==> src/shared/scrp_pkg.sv <==
/*
 * package for the system clock, reset and power control block:
 * timing figures, divider codes, state encodings and widths.
 * assumes a single 200 MHz system clock.
 */
package scrp_pkg;

    // ****************************************************
    // clock and timing
    // ****************************************************
    localparam int CLK_PERIOD_PS = 5000;
    localparam int PLL_SETTLE_NS = 100000;
    localparam int PLL_SETTLE_CYC = (PLL_SETTLE_NS * 1000 + CLK_PERIOD_PS - 1) / CLK_PERIOD_PS;
    localparam int WAKE_COUNT = 4096;

    // ****************************************************
    // pll limits in kHz
    // ****************************************************
    localparam int PLL_REF_MIN_KHZ = 10000;
    localparam int PLL_REF_MAX_KHZ = 25000;
    localparam int PLL_OUT_MIN_KHZ = 10000;
    localparam int PLL_OUT_MAX_KHZ = 60000;
    localparam int CCO_MIN_KHZ = 156000;
    localparam int CCO_MAX_KHZ = 320000;
    localparam int MULT_W = 5;
    localparam int MULT_MAX = 32;

    // ****************************************************
    // loop divider codes: 2, 4, 8, 16
    // ****************************************************
    localparam logic [1:0] LDIV_2 = 2'h0;
    localparam logic [1:0] LDIV_4 = 2'h1;
    localparam logic [1:0] LDIV_8 = 2'h2;
    localparam logic [1:0] LDIV_16 = 2'h3;

    // ****************************************************
    // peripheral divider codes
    // ****************************************************
    localparam logic [1:0] PDIV_QUARTER = 2'h0;
    localparam logic [1:0] PDIV_FULL = 2'h1;
    localparam logic [1:0] PDIV_HALF = 2'h2;
    localparam logic [1:0] PDIV_RESET = PDIV_QUARTER;

    // ****************************************************
    // misc
    // ****************************************************
    localparam int NUM_EXT_PINS = 9;
    localparam int NUM_EXT_IRQ = 4;
    localparam int NUM_PERIPH = 16;
    localparam logic [31:0] RESET_VECTOR = 32'h0000_0000;
    localparam logic REMAP_FLASH = 1'b0;
    localparam logic REMAP_SRAM = 1'b1;

    typedef enum logic [2:0] {
        ST_RESET = 3'b000,
        ST_WAKE = 3'b001,
        ST_RUN = 3'b010,
        ST_IDLE = 3'b011,
        ST_PDOWN = 3'b100
    } scrp_pwr_state_t;

endpackage : scrp_pkg

==> src/shared/scrp_clk_if.sv <==
/*
 * interface carrying clock enable pulses between the top and the cpu clock mux.
 * assumes both ends run on clk_sys_i.
 */
`timescale 1ns/100ps
interface scrp_clk_if;
    logic osc_tick;
    logic pll_tick;
    logic cpu_tick;
    logic sel_pll;
    modport gen (output osc_tick, output pll_tick, output cpu_tick, output sel_pll);
    modport use_side (input osc_tick, input pll_tick, input cpu_tick, input sel_pll);
endinterface : scrp_clk_if

==> src/rtl/scrp_cpu_clk_mux.sv <==
/*
 * glitch-free cpu_clock source switch between oscillator and pll enables.
 * assumes osc_tick and pll_tick are one-cycle enable pulses on clk_sys_i.
 */
`timescale 1ns/100ps
module scrp_cpu_clk_mux
    import scrp_pkg::*;
(
    input wire logic clk_sys_i,
    input wire logic srst_i,
    input wire logic osc_tick_i,
    input wire logic pll_tick_i,
    input wire logic want_pll_i,
    output logic cpu_tick_o,
    output logic sel_pll_o
);
    typedef struct packed {
        logic sel_pll;
        logic pend;
    } scrp_mux_state_t;

    scrp_mux_state_t st_reg;
    scrp_mux_state_t st_next;

    // switch only on the new source's tick so no shortened period appears
    always_comb
    begin
        st_next = st_reg;
        st_next.pend = (want_pll_i != st_reg.sel_pll);
        if (st_reg.pend && want_pll_i && pll_tick_i)
        begin
            st_next.sel_pll = 1'b1;
        end
        else if (st_reg.pend && !want_pll_i && osc_tick_i)
        begin
            st_next.sel_pll = 1'b0;
        end
    end

    always_ff @(posedge clk_sys_i)
    begin
        if (srst_i)
            st_reg <= '0;
        else
            st_reg <= st_next;
    end

    assign cpu_tick_o = st_reg.sel_pll ? pll_tick_i : osc_tick_i;
    assign sel_pll_o = st_reg.sel_pll;
endmodule // scrp_cpu_clk_mux

==> src/rtl/scrp_sys_ctrl.sv <==
/*
 * system clock, reset and power control: pll model, cpu_clock select,
 * peripheral divider, wake-up timer, idle and power-down, gating, remap
 * and external interrupt combining.
 * assumes osc and pll rates are given as enable pulses on clk_sys_i,
 * and that software sequences the pll as the contract requires.
 */
`timescale 1ns/100ps

//Contract
//- pll reference 10-25 MHz, output 10-60 MHz
//- feedback multiplier integer 1 through 32
//- loop divider 2, 4, 8 or 16
//- pll off and bypassed after reset
//- lock no sooner than settling interval
//- cpu_clock is osc unless pll runs, connected
//- pin or watchdog reset starts wake timer
//- hold reset until pin, osc, count, flash
//- fetch from address zero after release
//- power-down wake goes through wake timer
//- idle halts cpu until reset or irq
//- power-down stops osc, gates clocks, holds state
//- power-down exits on reset or wake irq
//- separate power-off per peripheral
//- pclk full, half, quarter; quarter at reset
//- running pll stays on in idle
//- vectors from flash or sram remap
//- nine pins into four irqs, optional wake
module scrp_sys_ctrl
    import scrp_pkg::*;
#(
    parameter int SETTLE_CYC = PLL_SETTLE_CYC,
    parameter int WAKE_CYC = WAKE_COUNT,
    parameter int NPERIPH = NUM_PERIPH
)
(
    input wire logic clk_sys_i,
    input wire logic srst_i,
    input wire logic osc_tick_i,
    input wire logic osc_running_i,
    input wire logic ext_reset_n_i,
    input wire logic wdt_reset_i,
    input wire logic flash_init_done_i,
    input wire logic pll_enable_i,
    input wire logic pll_connect_i,
    input wire logic [MULT_W-1:0] pll_mult_m1_i,
    input wire logic [1:0] pll_ldiv_i,
    input wire logic [1:0] pclk_div_i,
    input wire logic [NPERIPH-1:0] periph_off_i,
    input wire logic remap_sram_i,
    input wire logic idle_req_i,
    input wire logic pdown_req_i,
    input wire logic irq_any_i,
    input wire logic [NUM_EXT_PINS-1:0] ext_pin_i,
    input wire logic [NUM_EXT_PINS-1:0] ext_edge_i,
    input wire logic [NUM_EXT_PINS-1:0][1:0] ext_route_i,
    input wire logic [NUM_EXT_IRQ-1:0] ext_wake_en_i,
    input wire logic [NUM_EXT_IRQ-1:0] ext_clr_i,
    output logic chip_reset_o,
    output logic [31:0] fetch_addr_o,
    output logic cpu_clock_en_o,
    output logic pclk_en_o,
    output logic [NPERIPH-1:0] periph_clk_en_o,
    output logic pll_lock_o,
    output logic pll_active_o,
    output logic pll_connected_o,
    output logic osc_enable_o,
    output logic pins_hold_o,
    output logic vec_from_sram_o,
    output logic [NUM_EXT_IRQ-1:0] ext_irq_o
);
    typedef struct packed {
        scrp_pwr_state_t pst;
        logic [31:0] wake_cnt;
        logic [31:0] settle_cnt;
        logic lock;
        logic pll_on;
        logic [5:0] pll_acc;
        logic [1:0] pdiv_cnt;
        logic [1:0] pdiv;
        logic cpu_en;
        logic pclk_en;
        logic [NPERIPH-1:0] pen;
        logic remap;
        logic osc_en;
        logic from_rst;
        logic [NUM_EXT_PINS-1:0] pin_q;
        logic [NUM_EXT_IRQ-1:0] irq;
    } scrp_top_state_t;

    scrp_top_state_t st_reg;
    scrp_top_state_t st_next;
    logic pll_tick;
    logic pll_run;
    logic [5:0] pll_step;
    logic [6:0] pll_sum;
    logic [4:0] ldiv_val;
    logic [NUM_EXT_IRQ-1:0] irq_hit;

    scrp_clk_if clk_bus ();

    scrp_cpu_clk_mux u_mux (
        .clk_sys_i(clk_sys_i),
        .srst_i(srst_i),
        .osc_tick_i(clk_bus.osc_tick),
        .pll_tick_i(clk_bus.pll_tick),
        .want_pll_i(pll_run && pll_connect_i && st_reg.lock),
        .cpu_tick_o(clk_bus.cpu_tick),
        .sel_pll_o(clk_bus.sel_pll)
    );

    // ****************************************************
    // pll rate model
    // ****************************************************
    // pll output modelled at the osc tick rate; neither M nor the loop divider changes it
    always_comb
    begin
        case (pll_ldiv_i)
            LDIV_2: ldiv_val = 5'd2;
            LDIV_4: ldiv_val = 5'd4;
            LDIV_8: ldiv_val = 5'd8;
            default: ldiv_val = 5'd16;
        endcase
    end

    assign pll_run = st_reg.pll_on && (st_reg.pst != ST_PDOWN);
    assign pll_step = {1'b0, pll_mult_m1_i} + 6'd1;
    // accumulator adds M per pll tick but feeds no output; a pll tick fires on every
    // osc tick while the pll runs, so the pll rate equals the osc rate on clk_sys
    assign pll_sum = {1'b0, st_reg.pll_acc} + {1'b0, pll_step};
    assign pll_tick = pll_run && osc_tick_i && (ldiv_val != 5'd0);
    assign clk_bus.osc_tick = osc_tick_i && st_reg.osc_en;
    assign clk_bus.pll_tick = pll_tick && st_reg.lock;

    // ****************************************************
    // next state
    // ****************************************************
    always_comb
    begin
        st_next = st_reg;
        st_next.pll_on = pll_enable_i;
        st_next.pclk_en = 1'b0;
        st_next.cpu_en = 1'b0;
        st_next.pin_q = ext_pin_i;
        st_next.remap = remap_sram_i;
        st_next.pen = ~periph_off_i;
        if (pll_tick)
            st_next.pll_acc = pll_sum[5:0];
        // settling counter restarts whenever the pll is off
        if (!pll_run)
        begin
            st_next.settle_cnt = '0;
            st_next.lock = 1'b0;
        end
        else if (st_reg.settle_cnt >= 32'(SETTLE_CYC - 1))
            st_next.lock = 1'b1;
        else
            st_next.settle_cnt = st_reg.settle_cnt + 32'd1;

        // peripheral divider counts cpu_clock ticks
        if (clk_bus.cpu_tick && st_reg.pst != ST_PDOWN)
        begin
            st_next.pdiv_cnt = st_reg.pdiv_cnt + 2'd1;
            case (st_reg.pdiv)
                PDIV_FULL: st_next.pclk_en = 1'b1;
                PDIV_HALF: st_next.pclk_en = st_reg.pdiv_cnt[0];
                default: st_next.pclk_en = (st_reg.pdiv_cnt == 2'd3);
            endcase
            if (st_reg.pdiv_cnt == 2'd3)
                st_next.pdiv = pclk_div_i;
        end

        // edge/level capture onto four requests; a new event beats a clear
        irq_hit = '0;
        for (int i = 0; i < NUM_EXT_PINS; i++)
        begin
            if (ext_edge_i[i] ? (ext_pin_i[i] && !st_reg.pin_q[i]) : ext_pin_i[i])
                irq_hit[ext_route_i[i]] = 1'b1;
        end
        st_next.irq = (st_reg.irq & ~ext_clr_i) | irq_hit;

        case (st_reg.pst)
            ST_RESET:
            begin
                st_next.osc_en = 1'b1;
                st_next.pll_on = 1'b0;
                st_next.from_rst = 1'b1;
                st_next.wake_cnt = '0;
                if (ext_reset_n_i && !wdt_reset_i)
                    st_next.pst = ST_WAKE;
            end
            ST_WAKE:
            begin
                // no software runs before a reset wake ends, so pll stays off
                if (st_reg.from_rst)
                    st_next.pll_on = 1'b0;
                if (osc_running_i && osc_tick_i)
                    st_next.wake_cnt = st_reg.wake_cnt + 32'd1;
                if (st_reg.wake_cnt >= 32'(WAKE_CYC) && flash_init_done_i)
                    st_next.pst = ST_RUN;
            end
            ST_RUN:
            begin
                st_next.cpu_en = clk_bus.cpu_tick;
                if (pdown_req_i)
                begin
                    st_next.pst = ST_PDOWN;
                    st_next.osc_en = 1'b0;
                    st_next.cpu_en = 1'b0;
                    st_next.pll_on = 1'b0;
                end
                else if (idle_req_i)
                    st_next.pst = ST_IDLE;
            end
            ST_IDLE:
            begin
                // pll and pclk keep running here
                if (irq_any_i || |st_reg.irq)
                    st_next.pst = ST_RUN;
            end
            ST_PDOWN:
            begin
                st_next.pll_on = 1'b0;
                if (|(st_reg.irq & ext_wake_en_i))
                begin
                    st_next.pst = ST_WAKE;
                    st_next.from_rst = 1'b0;
                    st_next.osc_en = 1'b1;
                    st_next.wake_cnt = '0;
                end
            end
            default: st_next.pst = ST_RESET;
        endcase

        // either reset source restarts the wake timer
        if (!ext_reset_n_i || wdt_reset_i)
        begin
            st_next.pst = ST_RESET;
            st_next.pll_on = 1'b0;
            st_next.pdiv = PDIV_RESET;
            st_next.irq = '0;
            st_next.cpu_en = 1'b0;
        end
    end

    always_ff @(posedge clk_sys_i)
    begin
        if (srst_i)
        begin
            st_reg <= '0;
            st_reg.pst <= ST_RESET;
            st_reg.pdiv <= PDIV_RESET;
            st_reg.osc_en <= 1'b1;
        end
        else
            st_reg <= st_next;
    end

    // ****************************************************
    // outputs, all registered
    // ****************************************************
    always_ff @(posedge clk_sys_i)
    begin
        if (srst_i)
        begin
            chip_reset_o <= 1'b1;
            fetch_addr_o <= RESET_VECTOR;
            cpu_clock_en_o <= 1'b0;
            pclk_en_o <= 1'b0;
            periph_clk_en_o <= '0;
            pll_lock_o <= 1'b0;
            pll_active_o <= 1'b0;
            pll_connected_o <= 1'b0;
            osc_enable_o <= 1'b1;
            pins_hold_o <= 1'b0;
            vec_from_sram_o <= REMAP_FLASH;
            ext_irq_o <= '0;
        end
        else
        begin
            // a reset wake holds internal reset for the whole count; a power-down wake does not
            chip_reset_o <= (st_reg.pst == ST_RESET) || (st_reg.pst == ST_WAKE && st_reg.from_rst)
                || (st_next.pst == ST_RESET);
            fetch_addr_o <= RESET_VECTOR;
            // drop a tick already in flight when reset strikes
            cpu_clock_en_o <= st_reg.cpu_en && (st_next.pst != ST_RESET);
            pclk_en_o <= st_reg.pclk_en;
            periph_clk_en_o <= st_reg.pclk_en ? st_reg.pen : '0;
            pll_lock_o <= st_reg.lock;
            pll_active_o <= pll_run;
            pll_connected_o <= clk_bus.sel_pll;
            osc_enable_o <= st_reg.osc_en;
            pins_hold_o <= (st_reg.pst == ST_PDOWN);
            vec_from_sram_o <= st_reg.remap;
            ext_irq_o <= st_reg.irq;
        end
    end
endmodule // scrp_sys_ctrl

==> config.mk <==
export PLATFORM = sky130hd
export DESIGN_NAME = scrp_sys_ctrl
export DESIGN_NICKNAME = d
export VERILOG_FILES = /design/src/shared/scrp_pkg.sv /design/src/shared/scrp_clk_if.sv /design/src/rtl/scrp_cpu_clk_mux.sv /design/src/rtl/scrp_sys_ctrl.sv
export SDC_FILE = /design/constraint.sdc
export NUM_CORES = 1
export LEC_CHECK = 0
export BUFFER_PORTS_ARGS = -buffer_cell sky130_fd_sc_hd__buf_2
export CAP_MARGIN = 40
export CORE_MARGIN = 5
export CORE_UTILIZATION = 48
export DETAILED_ROUTE_END_ITERATION = 7
export GPL_ROUTABILITY_DRIVEN = 0
export PLACE_DENSITY = 0.76
export SYNTH_ARGS = -nofsm -noshare
export SYNTH_HDL_FRONTEND = slang
export SYNTH_SLANG_ARGS = --single-unit
==> constraint.sdc <==
create_clock -name clk_sys_i -period 1.8 [get_ports clk_sys_i]
set_input_delay 0.09 -clock clk_sys_i [delete_from_list [all_inputs] [get_ports clk_sys_i]]
set_output_delay 0.09 -clock clk_sys_i [all_outputs]
set_load 0.01 [all_outputs]
# Word level (Yosys, flattened, before mapping)
# Cells that the tools add are included.
[word_totals] out_inout_bits=61 ff_bits=138 latchBits=0 word_cells=212 mem_bits_ro=0 n_memories=0 input_bits=82 ramBits=0
[classes] reduce_logical=72 n_addsub=3 div=0 eq_ne=14 n_lt_le_gt_ge=20 muxes=58 mul=0 shift=0 bitwise_logic=17
[ops] op="$pmux W32 S3" n=1
[ops] op="$add A32 B1 Y32 const B" n=2
[ops] op="$mux W4" n=9
[ops] op="$or A4 B4 Y4" n=9
[ops] op="$logic_and A1 B1 Y1" n=35
[ops] op="$mux W35" n=1
[ops] op="$ge A32 B13 Y1 const B" n=1
[ops] op="$ge A32 B15 Y1 const B" n=1
[ops] op="$mux W32" n=1
[ops] op="$lt A2 B3 Y1 const B" n=9
[ops] op="$mux W1" n=24
[ops] op="$demux W1 S2" n=9
[ops] op="$ge A2 B1 Y1 const B" n=9
[ops] op="$mux W3" n=6
[ops] op="$not A16 Y16" n=1
[ops] op="$pmux W3 S5" n=1
[ops] op="$pmux W5 S3" n=1
[ops] op="$logic_not A1 Y1" n=12
[ops] op="$reduce_or A4 Y1" n=3
[ops] op="$reduce_or A2 Y1" n=5
[ops] op="$reduce_bool A3 Y1" n=3
[ops] op="$and A4 B4 Y4" n=2
[ops] op="$eq A2 B2 Y1 const B" n=3
[ops] op="$eq A3 B2 Y1 const B" n=2
[ops] op="other kinds (19)" n=34

# Logic depth before layout (Yosys ltp)
# Gate-level depths: netlist of run 1.
[logic_depth] depth_word=22 depth_mapped=9 ltp_nobuf=6

# Cells and area by module
# From an unflattened synthesis of run 1, not the netlist that was laid out.
[hier_totals] cells_unflattened=637 hier_area_um2=5779.3
[modules_own_cells] mod="scrp_sys_ctrl" area_each_um2=5685.5 instances=1 cells_per_inst=628 seq_area_each_um2=2722.6
[modules_own_cells] mod="scrp_cpu_clk_mux" area_each_um2=93.8 instances=1 cells_per_inst=9 seq_area_each_um2=40.0

# Worst setup path before layout of run 1
# Ideal clock, no wire load.
[synth_path] path_type="register to register" start="reg st_reg[111] (netlist name)" end="reg st_reg[109] (netlist name)" arrival_time_ns=1.742 setup_ns=0.071 path_buffers=1 required_time_ns=1.729 period_less_slack_ns=1.812 path_slack_ns=-0.012 path_stages_with_launch=7 cell_sequence="dfxtp_1 buf_4 or2_4 a211oi_4 nand4_4 or4_1 a21oi_1"
[synth_between] elab_chain_len=3 elab_cells_between_ends=8 cone_classes="eq/ne (4); mux (1); reduce/logical (3)"
[synth_rtl] element="start, declared" line_no="scrp_sys_ctrl.sv:91" source="scrp_top_state_t st_reg;"
[synth_rtl] element="start signal, assigned" line_no="scrp_sys_ctrl.sv:256" source="st_reg <= st_next;"
[synth_rtl] element="$eq A3 B3 Y1, or another cell as far along" line_no="scrp_sys_ctrl.sv:182" source="case (st_reg.pst)"
[synth_rtl] element="$ne A2 B2 Y1 (no source line) or $reduce_bool A3 Y1 (tied branches)"
[synth_rtl] element="$reduce_and A3 Y1 (no source line)"
# Several ways; a longest one is shown, not always the timed one.
# A chain may end at the register's enable or synchronous reset.

# Final worst setup path of run 1
[layout_path] start="reg st_reg[111] (netlist name)" end="reg st_reg[105] (netlist name)"
# Same word-level chain as after synthesis.

==> qor.txt, run 1 <==
STA
-----------------------------------------------------------------------------------------------
Post-route setup slack ...........................................................  -0.00117 ns
Post-Route Setup TNS .............................................................  -0.00117 ns
Post-layout minimum cycle time ...................................................      1.80 ns
Worst slew slack as a fraction of its limit ......................................        63.2%
Final hold slack .................................................................    0.0308 ns
Final-report max-slew violation count ............................................            0
Count of final hold-check violations .............................................            0
RSZ-0062 raised after global routing .............................................         true
Post-route fraction of the period consumed by the critical path ..................         100%
Worst clock skew .................................................................   0.00770 ns
Transition at the pin with the smallest max-transition slack .....................     0.544 ns
Timing-limited maximum frequency .................................................    0.555 GHz
Setup Viol. Count Final ..........................................................            1

STATUS
-----------------------------------------------------------------------------------------------
Failing checks ................................................................... negative setup slack
Outcome .......................................................................... finished, violations left

CLOCK TREE
-----------------------------------------------------------------------------------------------
Maximum number of buffers from clock root to sink ................................            2
Total number of H-tree levels ....................................................            4
CTS tree .........................................................................         done
Clk_lat worst skew ...............................................................      0.41 ns
Sinks on Clock Net ...............................................................          138
Buffer cell driving the clock tree root ..........................................    clkbuf_16
Clock input transition at the sequential cells of the worst setup and hold paths .      0.06 ns
Num CTS Buffers ..................................................................           17

FINAL LAYOUT
-----------------------------------------------------------------------------------------------
Area used by multi-input combinational logic ..................................... 0.00279 mm^2
Antenna diodes ...................................................................            0
Total number of nets in the final design .........................................          905
Fill cell total of the finished layout ...........................................          876
Synthesis-to-finish area growth ..................................................        33.2%
Fraction of layout instances using a drive strength above 1 ......................        25.8%
Cell Count, Final, Fillers Out ...................................................          973
Sequential Area .................................................................. 0.00277 mm^2
Max reg flops ....................................................................          107
Final Instance Area .............................................................. 0.00759 mm^2

SYNTHESIS
-----------------------------------------------------------------------------------------------
Top_reg_cell synth ...............................................................      dfxtp_1
Yosys warnings ...................................................................            0
Leading post-synthesis cells by cell area ........................................ dfxtp_1 48%, nor2_1 5.1%, buf_4 4.3%, and2_1 3.8%, nand3_1 2.6%
Cell type with the largest total area after synthesis ............................      dfxtp_1
Mapped cell area ................................................................. 0.00570 mm^2
Number of synthesized flops with an enable pin ...................................            0
Cells after synthesis ............................................................          635
Register area share after synthesis ..............................................        48.5%
Area share of the leading cell type in the synthesized netlist ...................        48.5%
Average size of a mapped cell ....................................................    8.98 um^2
Proportion of synthesized flip-flops having asynchronous set or reset ............           0%
Distinct cells, synth ............................................................           50
Post-synthesis sequential element count ..........................................          138

WORST SETUP PATH
-----------------------------------------------------------------------------------------------
Crit path DAT ....................................................................      2.15 ns
Critical Path Source Type ........................................................    flip-flop
Largest fanout on the critical path ..............................................            7
Worst endpoint required time .....................................................      2.15 ns
Delay of the slowest critical-path stage .........................................      0.34 ns
Element type at the critical path end ............................................    flip-flop
Kind of critical path ............................................................      reg2reg
Critical path cell sequence ...................................................... nand4bb_4, a211oi_4, nand4_4, buf_4, or3_1, a21oi_1
Slowest-stage cell, CP ...........................................................      dfxtp_1

FLOORPLANNING
-----------------------------------------------------------------------------------------------
Area of the core .................................................................  0.0115 mm^2
Std-Cell Rows ....................................................................           39
Boundary Pins ....................................................................          143
Starting Density .................................................................        49.5%
Overall die height ...............................................................       119 um
Die span in x ....................................................................       119 um
Die outline area .................................................................  0.0142 mm^2

ROUTE
-----------------------------------------------------------------------------------------------
Vias/cell ........................................................................         5.25
First-pass DRT Iterations ........................................................            5
Drt drc ..........................................................................            0
Post-route ant nets ..............................................................            0
Number of DRC violations after detailed-routing iteration 0 ......................          253
Average detailed-routed wire length per instance .................................      14.7 um
Drt total wl .....................................................................    14,300 um
Via count ........................................................................        5,109

PLACED DESIGN
-----------------------------------------------------------------------------------------------
Cell area after placement ........................................................ 0.00654 mm^2
Buffers added on ports ...........................................................          103
Cell Count Post-Placement ........................................................          907
Detailed placer's ending HPWL ....................................................      9620 um

GLOBAL ROUTE
-----------------------------------------------------------------------------------------------
Via count of the first global-routing pass .......................................        4,916
Overflow after GRT ...............................................................            0
Initial antenna violation count ..................................................            0
Global-route wire length before repair ...........................................    23,100 um
Maximum number of pins on one net before global-route repair .....................           37
Gr usage total ...................................................................        19.9%

MIN PATH
-----------------------------------------------------------------------------------------------
Worst min path class .............................................................       in2reg

POWER
-----------------------------------------------------------------------------------------------
Total power divided by cell area .................................................  915 mW/mm^2
Worst ir drop on vdd .............................................................     0.829 mV
Leakage power figure .............................................................      3.14 nW

FLOW RUN
-----------------------------------------------------------------------------------------------
Max-cap check violation count ....................................................            0

-- synthesized netlist by cell type (2+ instances only) --
library cell  count
dfxtp_1         138
nor2_1           78
nand2_1          38
and2_1           35
buf_4            33
nand3_1          30
a21oi_1          29
nor4_1           21
o21ai_0          21
inv_1            20
nand4_1          20
nor2b_1          16
xnor2_1          16
xor2_1           14
clkbuf_1         13
or3_1            13
a21boi_0         10
nor3b_1           9
and3_1            8
nand3b_1          7
nor3_1            7
ha_1              6
a31oi_1           5
o22ai_1           5
a311oi_1          4
mux2i_1           4
buf_2             3
nor4b_1           3
a21o_1            2
a22oi_1           2
and4_1            2
buf_1             2
o211ai_1          2
or2_2             2
or3_2             2
-- layout make-up --
cell class | count | share of cell area [%]
Multi-Input combinational cell | 457 | 36.7
Sequential cell | 138 | 36.4
Timing Repair Buffer | 183 | 15.7
Clock buffer | 18 | 5.78
Tap cell | 143 | 2.36
Clock inverter | 14 | 1.98
Inverter | 20 | 0.989
-- critical path: cells and delay by family (launching register included) --
family	cells	cell delay (ns)
DFF	1	0.34
AOI/OAI and AO/OA	2	0.47
buffers and inverters	1	0.17
and+or+nand+nor	3	0.77
-- logic make-up after synthesis --
family / after synthesis / synth area share, %
AO/OA/AOI/OAI: 86 / 9.68
XOR/XNOR: 30 / 4.61
adder cells (fa/ha/maj): 6 / 1.32
buffers and inverters: 71 / 6.91
flip-flops: 138 / 48.5
multiplexers: 4 / 0.702
other: 1 / 0.0658
AND/OR/NAND/NOR: 299 / 28.2
-- what timing repair did --
action / 4_1_cts / 5_1_grt
pin swaps: 4 / 19
endpoints found under the hold margin: 30 / 0
setup buffers: 2 / 2
endpoints found under the setup margin: 11 / 45
gates resized for setup: 3 / 22
hold buffers: 30 / 0
-- worst paths after layout --
check            startpoint                  to  slack, ns  cells after the start
max             st_reg[111]         st_reg[105]     -0.001                      6
min          ext_route_i[7]           st_reg[3]       0.03                      3
max reg2reg     st_reg[111]         st_reg[105]     -0.001                      6
min reg2reg      st_reg[17]  periph_clk_en_o[1]       0.43                      1
-- report_power, final --
| group | total, mW | internal, mW | switching [mW] |
|---|---|---|---|
| Clock | 3.42 | 1.99 | 1.42 |
| Sequential | 3.12 | 3.10 | 0.0197 |
| Combinational | 0.410 | 0.192 | 0.218 |
| Total | 6.95 | 5.29 | 1.66 |
-- cell usage in the layout, fill, tap and decap left out, types with 3 or more instances in the layout --
cell type,Yosys,final
nand3b_1,7,7
dlygate4sd3_1,0,30
clkbuf_16,0,17
or3_1,13,13
xnor2_1,16,16
o22ai_1,5,5
inv_1,20,20
nand4_1,20,20
ha_1,6,6
nand3_1,30,30
and3_1,8,8
buf_2,3,103
a21boi_0,10,10
nor3_1,7,7
nand2_1,38,38
a21oi_1,29,28
and2_1,35,35
nor4_1,21,12
xor2_1,14,14
nor2b_1,16,16
inv_6,0,5
nor3b_1,9,9
conb_1,1,32
nor2_1,78,78
nor4_2,1,8
a31oi_1,5,5
buf_4,33,49
inv_8,0,3
o21ai_0,21,19
dfxtp_1,138,136
clkinv_4,0,4
mux2i_1,4,4
-- metrics by stage --
stage	total power, mW	setup WS, ns	util, %
floorplan	3.42	-0.0123	-
finish	6.95	-0.00117	65.9
global placement	3.52	-0.0192	56.8
global route	7.20	-0.0806	65.9
CTS	6.99	0.000540	64.8
detailed placement	3.53	-0.0730	56.8
-- layer usage --
layer | routed length [um] | vias to the layer above | global-route usage, %
li1 | - | 2511 | -
met1 | 5940 | 2418 | 24.3
met2 | 7310 | 150 | 34.1
met3 | 738 | 30 | 4.69
met4 | 338 | 0 | 7.60
met5 | 0 | - | 0
(Power assumes the default switching activity.)
==> run 2: changes to the inputs <==
- CORE_MARGIN: 5 -> 10
- CORE_UTILIZATION: 48 -> 53
- PLACE_DENSITY: 0.76 -> 0.8
- clock period: 1.8 -> 2.02 ns (I/O delays scaled with it)
==> run 2 against run 1 <==
The run now ends clean. Sequential cell count unchanged. Non-clock buffer count down 8. Sequential power down 11%. First-iteration DRC count up 100%. Combinational power about the same. Clock skew up 0.0045 ns. Cell area down 2.2%. Die area up 8.1%. Register-to-register slack better by 0.13 ns. Wire length up 9.0%. Total power down 12%. Critical endpoint is now st_reg[109]. Largest cell class is now sequential cells.
==> qor.txt, run 2 (synthesis gave the netlist of run 1 again) <==
PLACED DESIGN
-----------------------------------------------------------------------------------------------
Cell area after placement ........................................................ 0.00634 mm^2
Buffers added on ports ...........................................................          103
Detailed placer's ending HPWL ....................................................    10,200 um

FLOORPLANNING
-----------------------------------------------------------------------------------------------
Std-Cell Rows ....................................................................           37
Boundary Pins ....................................................................          143
Overall die height ...............................................................       124 um
Area of the core .................................................................  0.0104 mm^2
Die outline area .................................................................  0.0153 mm^2
Die span in x ....................................................................       124 um
Starting Density .................................................................        54.7%

ROUTE
-----------------------------------------------------------------------------------------------
Via count ........................................................................        5,235
Number of DRC violations after detailed-routing iteration 0 ......................          510
Drt drc ..........................................................................            0
First-pass DRT Iterations ........................................................            6
Vias/cell ........................................................................         5.46
Post-route ant nets ..............................................................            0
Drt total wl .....................................................................    15,600 um
Average detailed-routed wire length per instance .................................      16.3 um

FINAL LAYOUT
-----------------------------------------------------------------------------------------------
Fraction of layout instances using a drive strength above 1 ......................        20.2%
Final Instance Area .............................................................. 0.00742 mm^2
Total number of nets in the final design .........................................          897
Max reg flops ....................................................................          107
Commonest non-fill, non-tap cells in the layout .................................. 137 x dfxtp_1, 103 x buf_2, 78 x nor2_1
Layout Utilization ...............................................................        71.3%
Synthesis-to-finish area growth ..................................................        30.2%
Antenna diodes ...................................................................            0
Most frequent standard cell in the layout excluding fill and tap cells ...........      dfxtp_1
Fill cell total of the finished layout ...........................................          707

CLOCK TREE
-----------------------------------------------------------------------------------------------
Maximum number of buffers from clock root to sink ................................            2
Clk_lat worst skew ...............................................................      0.52 ns
CTS tree .........................................................................         done
Buffer cell driving the clock tree root ..........................................     clkbuf_8
Num CTS Buffers ..................................................................           17
Sinks on Clock Net ...............................................................          138
Total number of H-tree levels ....................................................            4
Clock input transition at the sequential cells of the worst setup and hold paths .      0.07 ns

STA
-----------------------------------------------------------------------------------------------
Setup Viol. Count Final ..........................................................            0
Post-layout minimum cycle time ...................................................      1.89 ns
RSZ-0062 raised after global routing .............................................        false
Count of final hold-check violations .............................................            0
Worst clock skew .................................................................    0.0122 ns
Worst slew slack as a fraction of its limit ......................................        64.6%
Final-report max-slew violation count ............................................            0
Post-route fraction of the period consumed by the critical path ..................        93.6%
Timing-limited maximum frequency .................................................    0.529 GHz
Transition at the pin with the smallest max-transition slack .....................     0.527 ns
Post-Route Setup TNS .............................................................         0 ns

POWER
-----------------------------------------------------------------------------------------------
Total power divided by cell area .................................................  821 mW/mm^2
Leakage power figure .............................................................      3.04 nW
Worst ir drop on vdd .............................................................     0.593 mV

GLOBAL ROUTE
-----------------------------------------------------------------------------------------------
Via count of the first global-routing pass .......................................        5,250
Gr usage total ...................................................................        20.4%
Global-route wire length before repair ...........................................    25,300 um
Overflow after GRT ...............................................................            0
Maximum number of pins on one net before global-route repair .....................           24
Initial antenna violation count ..................................................            0

MIN PATH
-----------------------------------------------------------------------------------------------
Number of cells on the worst hold path ...........................................            4
Worst min path class .............................................................       in2reg

WORST SETUP PATH
-----------------------------------------------------------------------------------------------
Crit path DAT ....................................................................      2.34 ns
Number of cells on the worst reg-to-reg path .....................................            5
Critical Path Source Type ........................................................    flip-flop
Element type at the critical path end ............................................    flip-flop
Largest fanout on the critical path ..............................................           10
Worst endpoint required time .....................................................      2.47 ns
Kind of critical path ............................................................      reg2reg

FLOW RUN
-----------------------------------------------------------------------------------------------
Max-cap check violation count ....................................................            0

STATUS
-----------------------------------------------------------------------------------------------
Outcome .......................................................................... complete, no violations

## run 2: cell types whose count changed in the layout (fill, tap and decap cells not counted), sizes merged
cell / change
buf: -30
dlygate4sd3: +22
bufinv: -1
inv: +1
## run 2: layout make-up
cell class              instances  area, um^2  share of cell area, %
flip-flops and latches        138        2760                   37.2
multi-input cells             457        2670                   35.9
repair buffers                175        1200                   16.1
clock buffers                  18         418                   5.63
well taps                     136         170                   2.29
clock inverters                14         130                   1.75
inverters                      20        75.1                   1.01
## run 2: where the power goes
group	internal (mW)	leakage, nW	switching (mW)
Combinational	0.198	1.65	0.209
Sequential	2.76	1.12	0.0200
Clock	1.57	0.270	1.33
Total	4.53	3.04	1.56
## run 2: worst paths after layout
check,from,to,slack (ns)
min,ext_clr_i[2],st_reg[2],0.04
min reg2reg,st_reg[30],periph_clk_en_o[14],0.43
max,st_reg[111],st_reg[109],0.13
max reg2reg,st_reg[111],st_reg[109],0.13
## run 2: metal layers
layer	global-route usage (%)	share of wire [%]
met5	0	0
met1	22.6	39
met2	36.6	52
met3	5.29	6.5
met4	7.42	2.5
## run 2: repair_timing
action,in CTS,in global routing
hold buffers,52,0
endpoints found under the setup margin,0,6
gates resized for setup,0,2
setup buffers,0,1
endpoints found under the hold margin,44,0
## run 2: worst max-delay path: stages (launching register included)
cell	delay, ns
dfxtp_1	0.36
nand4bb_2	0.31
a211oi_4	0.32
nand4_4	0.18
or4_1	0.51
a21oi_1	0.15
## run 2: metrics by stage
stage | power [mW] | cells | setup slack, ns | hold WS [ns]
after floorplan | 3.05 | 666 | 0.208 | 0.173
final | 6.09 | 958 | 0.128 | 0.0356
after CTS | 6.09 | 957 | 0.0626 | 0.00141
after global routing | 6.27 | 958 | 0.00591 | 0.0396
after detailed placement | 3.15 | 873 | 0.0850 | 0.259
after global placement | 3.13 | 873 | 0.164 | 0.258
==> run 3: changes to the inputs <==
--- a/config.mk
+++ b/config.mk
@@ -13,4 +13,6 @@
 export GPL_ROUTABILITY_DRIVEN = 0
 export PLACE_DENSITY = 0.8
+export SETUP_SLACK_MARGIN = 0.2
+export SLEW_MARGIN = 20
 export SYNTH_ARGS = -nofsm -noshare
 export SYNTH_HDL_FRONTEND = slang
==> constraint.sdc (replaced) <==
create_clock -name clk_sys_i -period 2.02 [get_ports clk_sys_i]
set_input_delay 0.404 -clock clk_sys_i [delete_from_list [all_inputs] [get_ports clk_sys_i]]
set_output_delay 0.404 -clock clk_sys_i [all_outputs]
set_load 0.01 [all_outputs]
==> run 3 against run 2 <==
Global-route usage fell by 1.7 points. Count of clock-buffer cells in the layout down 1. Clock skew is 0.0046 ns lower. Fmax decreased by 0.40%. Core utilization decreased by 1.6 points. Register-to-register slack about the same. Non-clock buffer count decreased by 33. First-iteration DRC count shrank 14%. Sequential power about the same. Critical endpoint is now st_reg[104].
==> qor.txt, run 3 (synthesis gave the netlist of run 1 again) <==
STATUS
-----------------------------------------------------------------------------------------------
Outcome .......................................................................... complete, no violations

PLACED DESIGN
-----------------------------------------------------------------------------------------------
Buffers added on ports ...........................................................          103
Pre-CTS setup slack ..............................................................   -0.0316 ns
Detailed placer's ending HPWL ....................................................    10,100 um
Cell Count Post-Placement ........................................................          877

STA
-----------------------------------------------------------------------------------------------
Post-layout minimum cycle time ...................................................      1.90 ns
RSZ-0062 raised after global routing .............................................         true
Worst slew slack as a fraction of its limit ......................................        61.6%
Timing-limited maximum frequency .................................................    0.527 GHz
Post-route fraction of the period consumed by the critical path ..................        94.0%
Post-route setup slack ...........................................................     0.121 ns
Worst clock skew .................................................................   0.00767 ns
Final hold slack .................................................................    0.0213 ns
Count of final hold-check violations .............................................            0
Final-report max-slew violation count ............................................            0
Transition at the pin with the smallest max-transition slack .....................     0.571 ns
Setup Viol. Count Final ..........................................................            0

ROUTE
-----------------------------------------------------------------------------------------------
Drt drc ..........................................................................            0
Vias/cell ........................................................................         5.45
Via count ........................................................................        5,043
First-pass DRT Iterations ........................................................            5
Drt total wl .....................................................................    15,100 um
Number of DRC violations after detailed-routing iteration 0 ......................          438
Average detailed-routed wire length per instance .................................      16.3 um
Post-route ant nets ..............................................................            0

FINAL LAYOUT
-----------------------------------------------------------------------------------------------
Fraction of layout instances using a drive strength above 1 ......................        27.1%
Synthesis-to-finish area growth ..................................................        27.2%
Most frequent standard cell in the layout excluding fill and tap cells ...........      dfxtp_1
Antenna diodes ...................................................................            0
Commonest non-fill, non-tap cells in the layout .................................. 131 x dfxtp_1, 103 x buf_2, 75 x nor2_1
Cell Count, Final, Fillers Out ...................................................          926
Max reg flops ....................................................................          107
Total number of nets in the final design .........................................          865

FLOW RUN
-----------------------------------------------------------------------------------------------
Max-cap check violation count ....................................................            0

POWER
-----------------------------------------------------------------------------------------------
Total power after layout .........................................................      6.29 mW
Clock network fraction of total power ............................................        50.5%
Leakage power figure .............................................................      2.98 nW
Power share of the combinational group ...........................................         5.3%
Switching share of total power ...................................................        24.7%
Switching power of the nets ......................................................      1.56 mW
Relative contribution of sequential cells to total power .........................        44.2%
Total power divided by cell area .................................................  867 mW/mm^2
P_int ............................................................................      4.74 mW
Worst ir drop on vdd .............................................................     0.595 mV

FLOORPLANNING
-----------------------------------------------------------------------------------------------
Die span in x ....................................................................       124 um
Overall die height ...............................................................       124 um
Starting Density .................................................................        54.7%
Die outline area .................................................................  0.0153 mm^2
Std-Cell Rows ....................................................................           37
Area of the core .................................................................  0.0104 mm^2
Boundary Pins ....................................................................          143

GLOBAL ROUTE
-----------------------------------------------------------------------------------------------
Initial antenna violation count ..................................................            0
Global-route wire length before repair ...........................................    23,100 um
Gr usage total ...................................................................        18.6%
Maximum number of pins on one net before global-route repair .....................           31
Overflow after GRT ...............................................................            0
Via count of the first global-routing pass .......................................        4,916

CLOCK TREE
-----------------------------------------------------------------------------------------------
Buffer cell driving the clock tree root ..........................................     clkbuf_8
Clk_lat worst skew ...............................................................      0.53 ns
CTS tree .........................................................................         done
Num CTS Buffers ..................................................................           17
Sinks on Clock Net ...............................................................          138
Maximum number of buffers from clock root to sink ................................            2
Clock input transition at the sequential cells of the worst setup and hold paths .      0.07 ns
Total number of H-tree levels ....................................................            4

WORST SETUP PATH
-----------------------------------------------------------------------------------------------
R2R setup slack ..................................................................      0.12 ns
Worst endpoint required time .....................................................      2.49 ns
Element type at the critical path end ............................................    flip-flop
Kind of critical path ............................................................      reg2reg
Number of cells on the worst reg-to-reg path .....................................            5
Crit path DAT ....................................................................      2.37 ns
Largest fanout on the critical path ..............................................            6
Critical Path Source Type ........................................................    flip-flop

MIN PATH
-----------------------------------------------------------------------------------------------
Number of cells on the worst hold path ...........................................            2
Worst min path class .............................................................       in2reg

[run 3: changes by cell type in the layout (fill, tap and decap cells not counted), moves of 3 or more]
| cell | before | now |
|---|---|---|
| buf_4 | 19 | 36 |
| dlygate4sd3_1 | 52 | 1 |
| a21oi_1 | 29 | 22 |
| dfxtp_1 | 137 | 131 |
| a21oi_2 | 0 | 7 |
| nor2_1 | 78 | 75 |
| o21ai_0 | 21 | 18 |
| dfxtp_2 | 1 | 7 |
| or3_4 | 0 | 6 |
| or3_1 | 13 | 7 |
[run 3: cell type report]
class	instances	area, um^2
fillers	765	3160
multi-input cells	458	2800
flip-flops and latches	138	2770
repair buffers	142	818
clock buffers	17	414
clock inverters	15	200
well taps	136	170
inverters	20	75.1
[run 3: metal layers]
layer | share of wire (%) | routed length [um] | track usage (%)
met5 | 0 | 0 | 0
met4 | 2.2 | 327 | 7.50
met3 | 5.6 | 842 | 4.89
met2 | 52 | 7840 | 32.4
met1 | 40 | 6060 | 21.3
[run 3: final timing paths]
kind,from,to
worst max-delay path,st_reg[92],st_reg[104]
worst min-delay path,periph_off_i[7],st_reg[23]
worst max register to register,st_reg[92],st_reg[104]
worst min register to register,st_reg[22],periph_clk_en_o[6]
[run 3: power groups by stage]
stage / Combinational (mW) / Sequential, mW / Clock (mW)
6_report: 0.331 / 2.78 / 3.18
5_1_grt: 0.363 / 2.78 / 3.37
4_1_cts: 0.312 / 2.78 / 3.21
3_5_place_dp: 0.304 / 2.84 / 0
3_3_place_gp: 0.294 / 2.84 / 0
2_1_floorplan: 0.212 / 2.84 / 0
[run 3: critical path, cell delays in order (launching register included)]
cell,delay [ns]
dfxtp_1,0.40
nand2_1,0.15
nor4_4,0.40
nand4_1,0.32
or3_4,0.45
a21oi_2,0.11
[run 3: repair_timing]
| item | in CTS | in global routing |
|---|---|---|
| resized for setup | 3 | 36 |
| endpoints found under the hold margin | 0 | 1 |
| endpoints found under the setup margin | 14 | 32 |
| gates cloned | 1 | 0 |
| buffers inserted | 6 | 9 |
| pin swaps | 6 | 25 |
| hold buffers | 0 | 1 |
[run 3: per-stage QoR]
step / utilization, % / TNS [ns] / area (um^2)
global placement: 61.0 / 0 / 6360
finish: 69.6 / 0 / 7250
floorplan: - / 0 / 5820
global route: 69.6 / 0 / 7250
CTS: 67.7 / 0 / 7050
detailed placement: 61.0 / -0.0480 / 6360
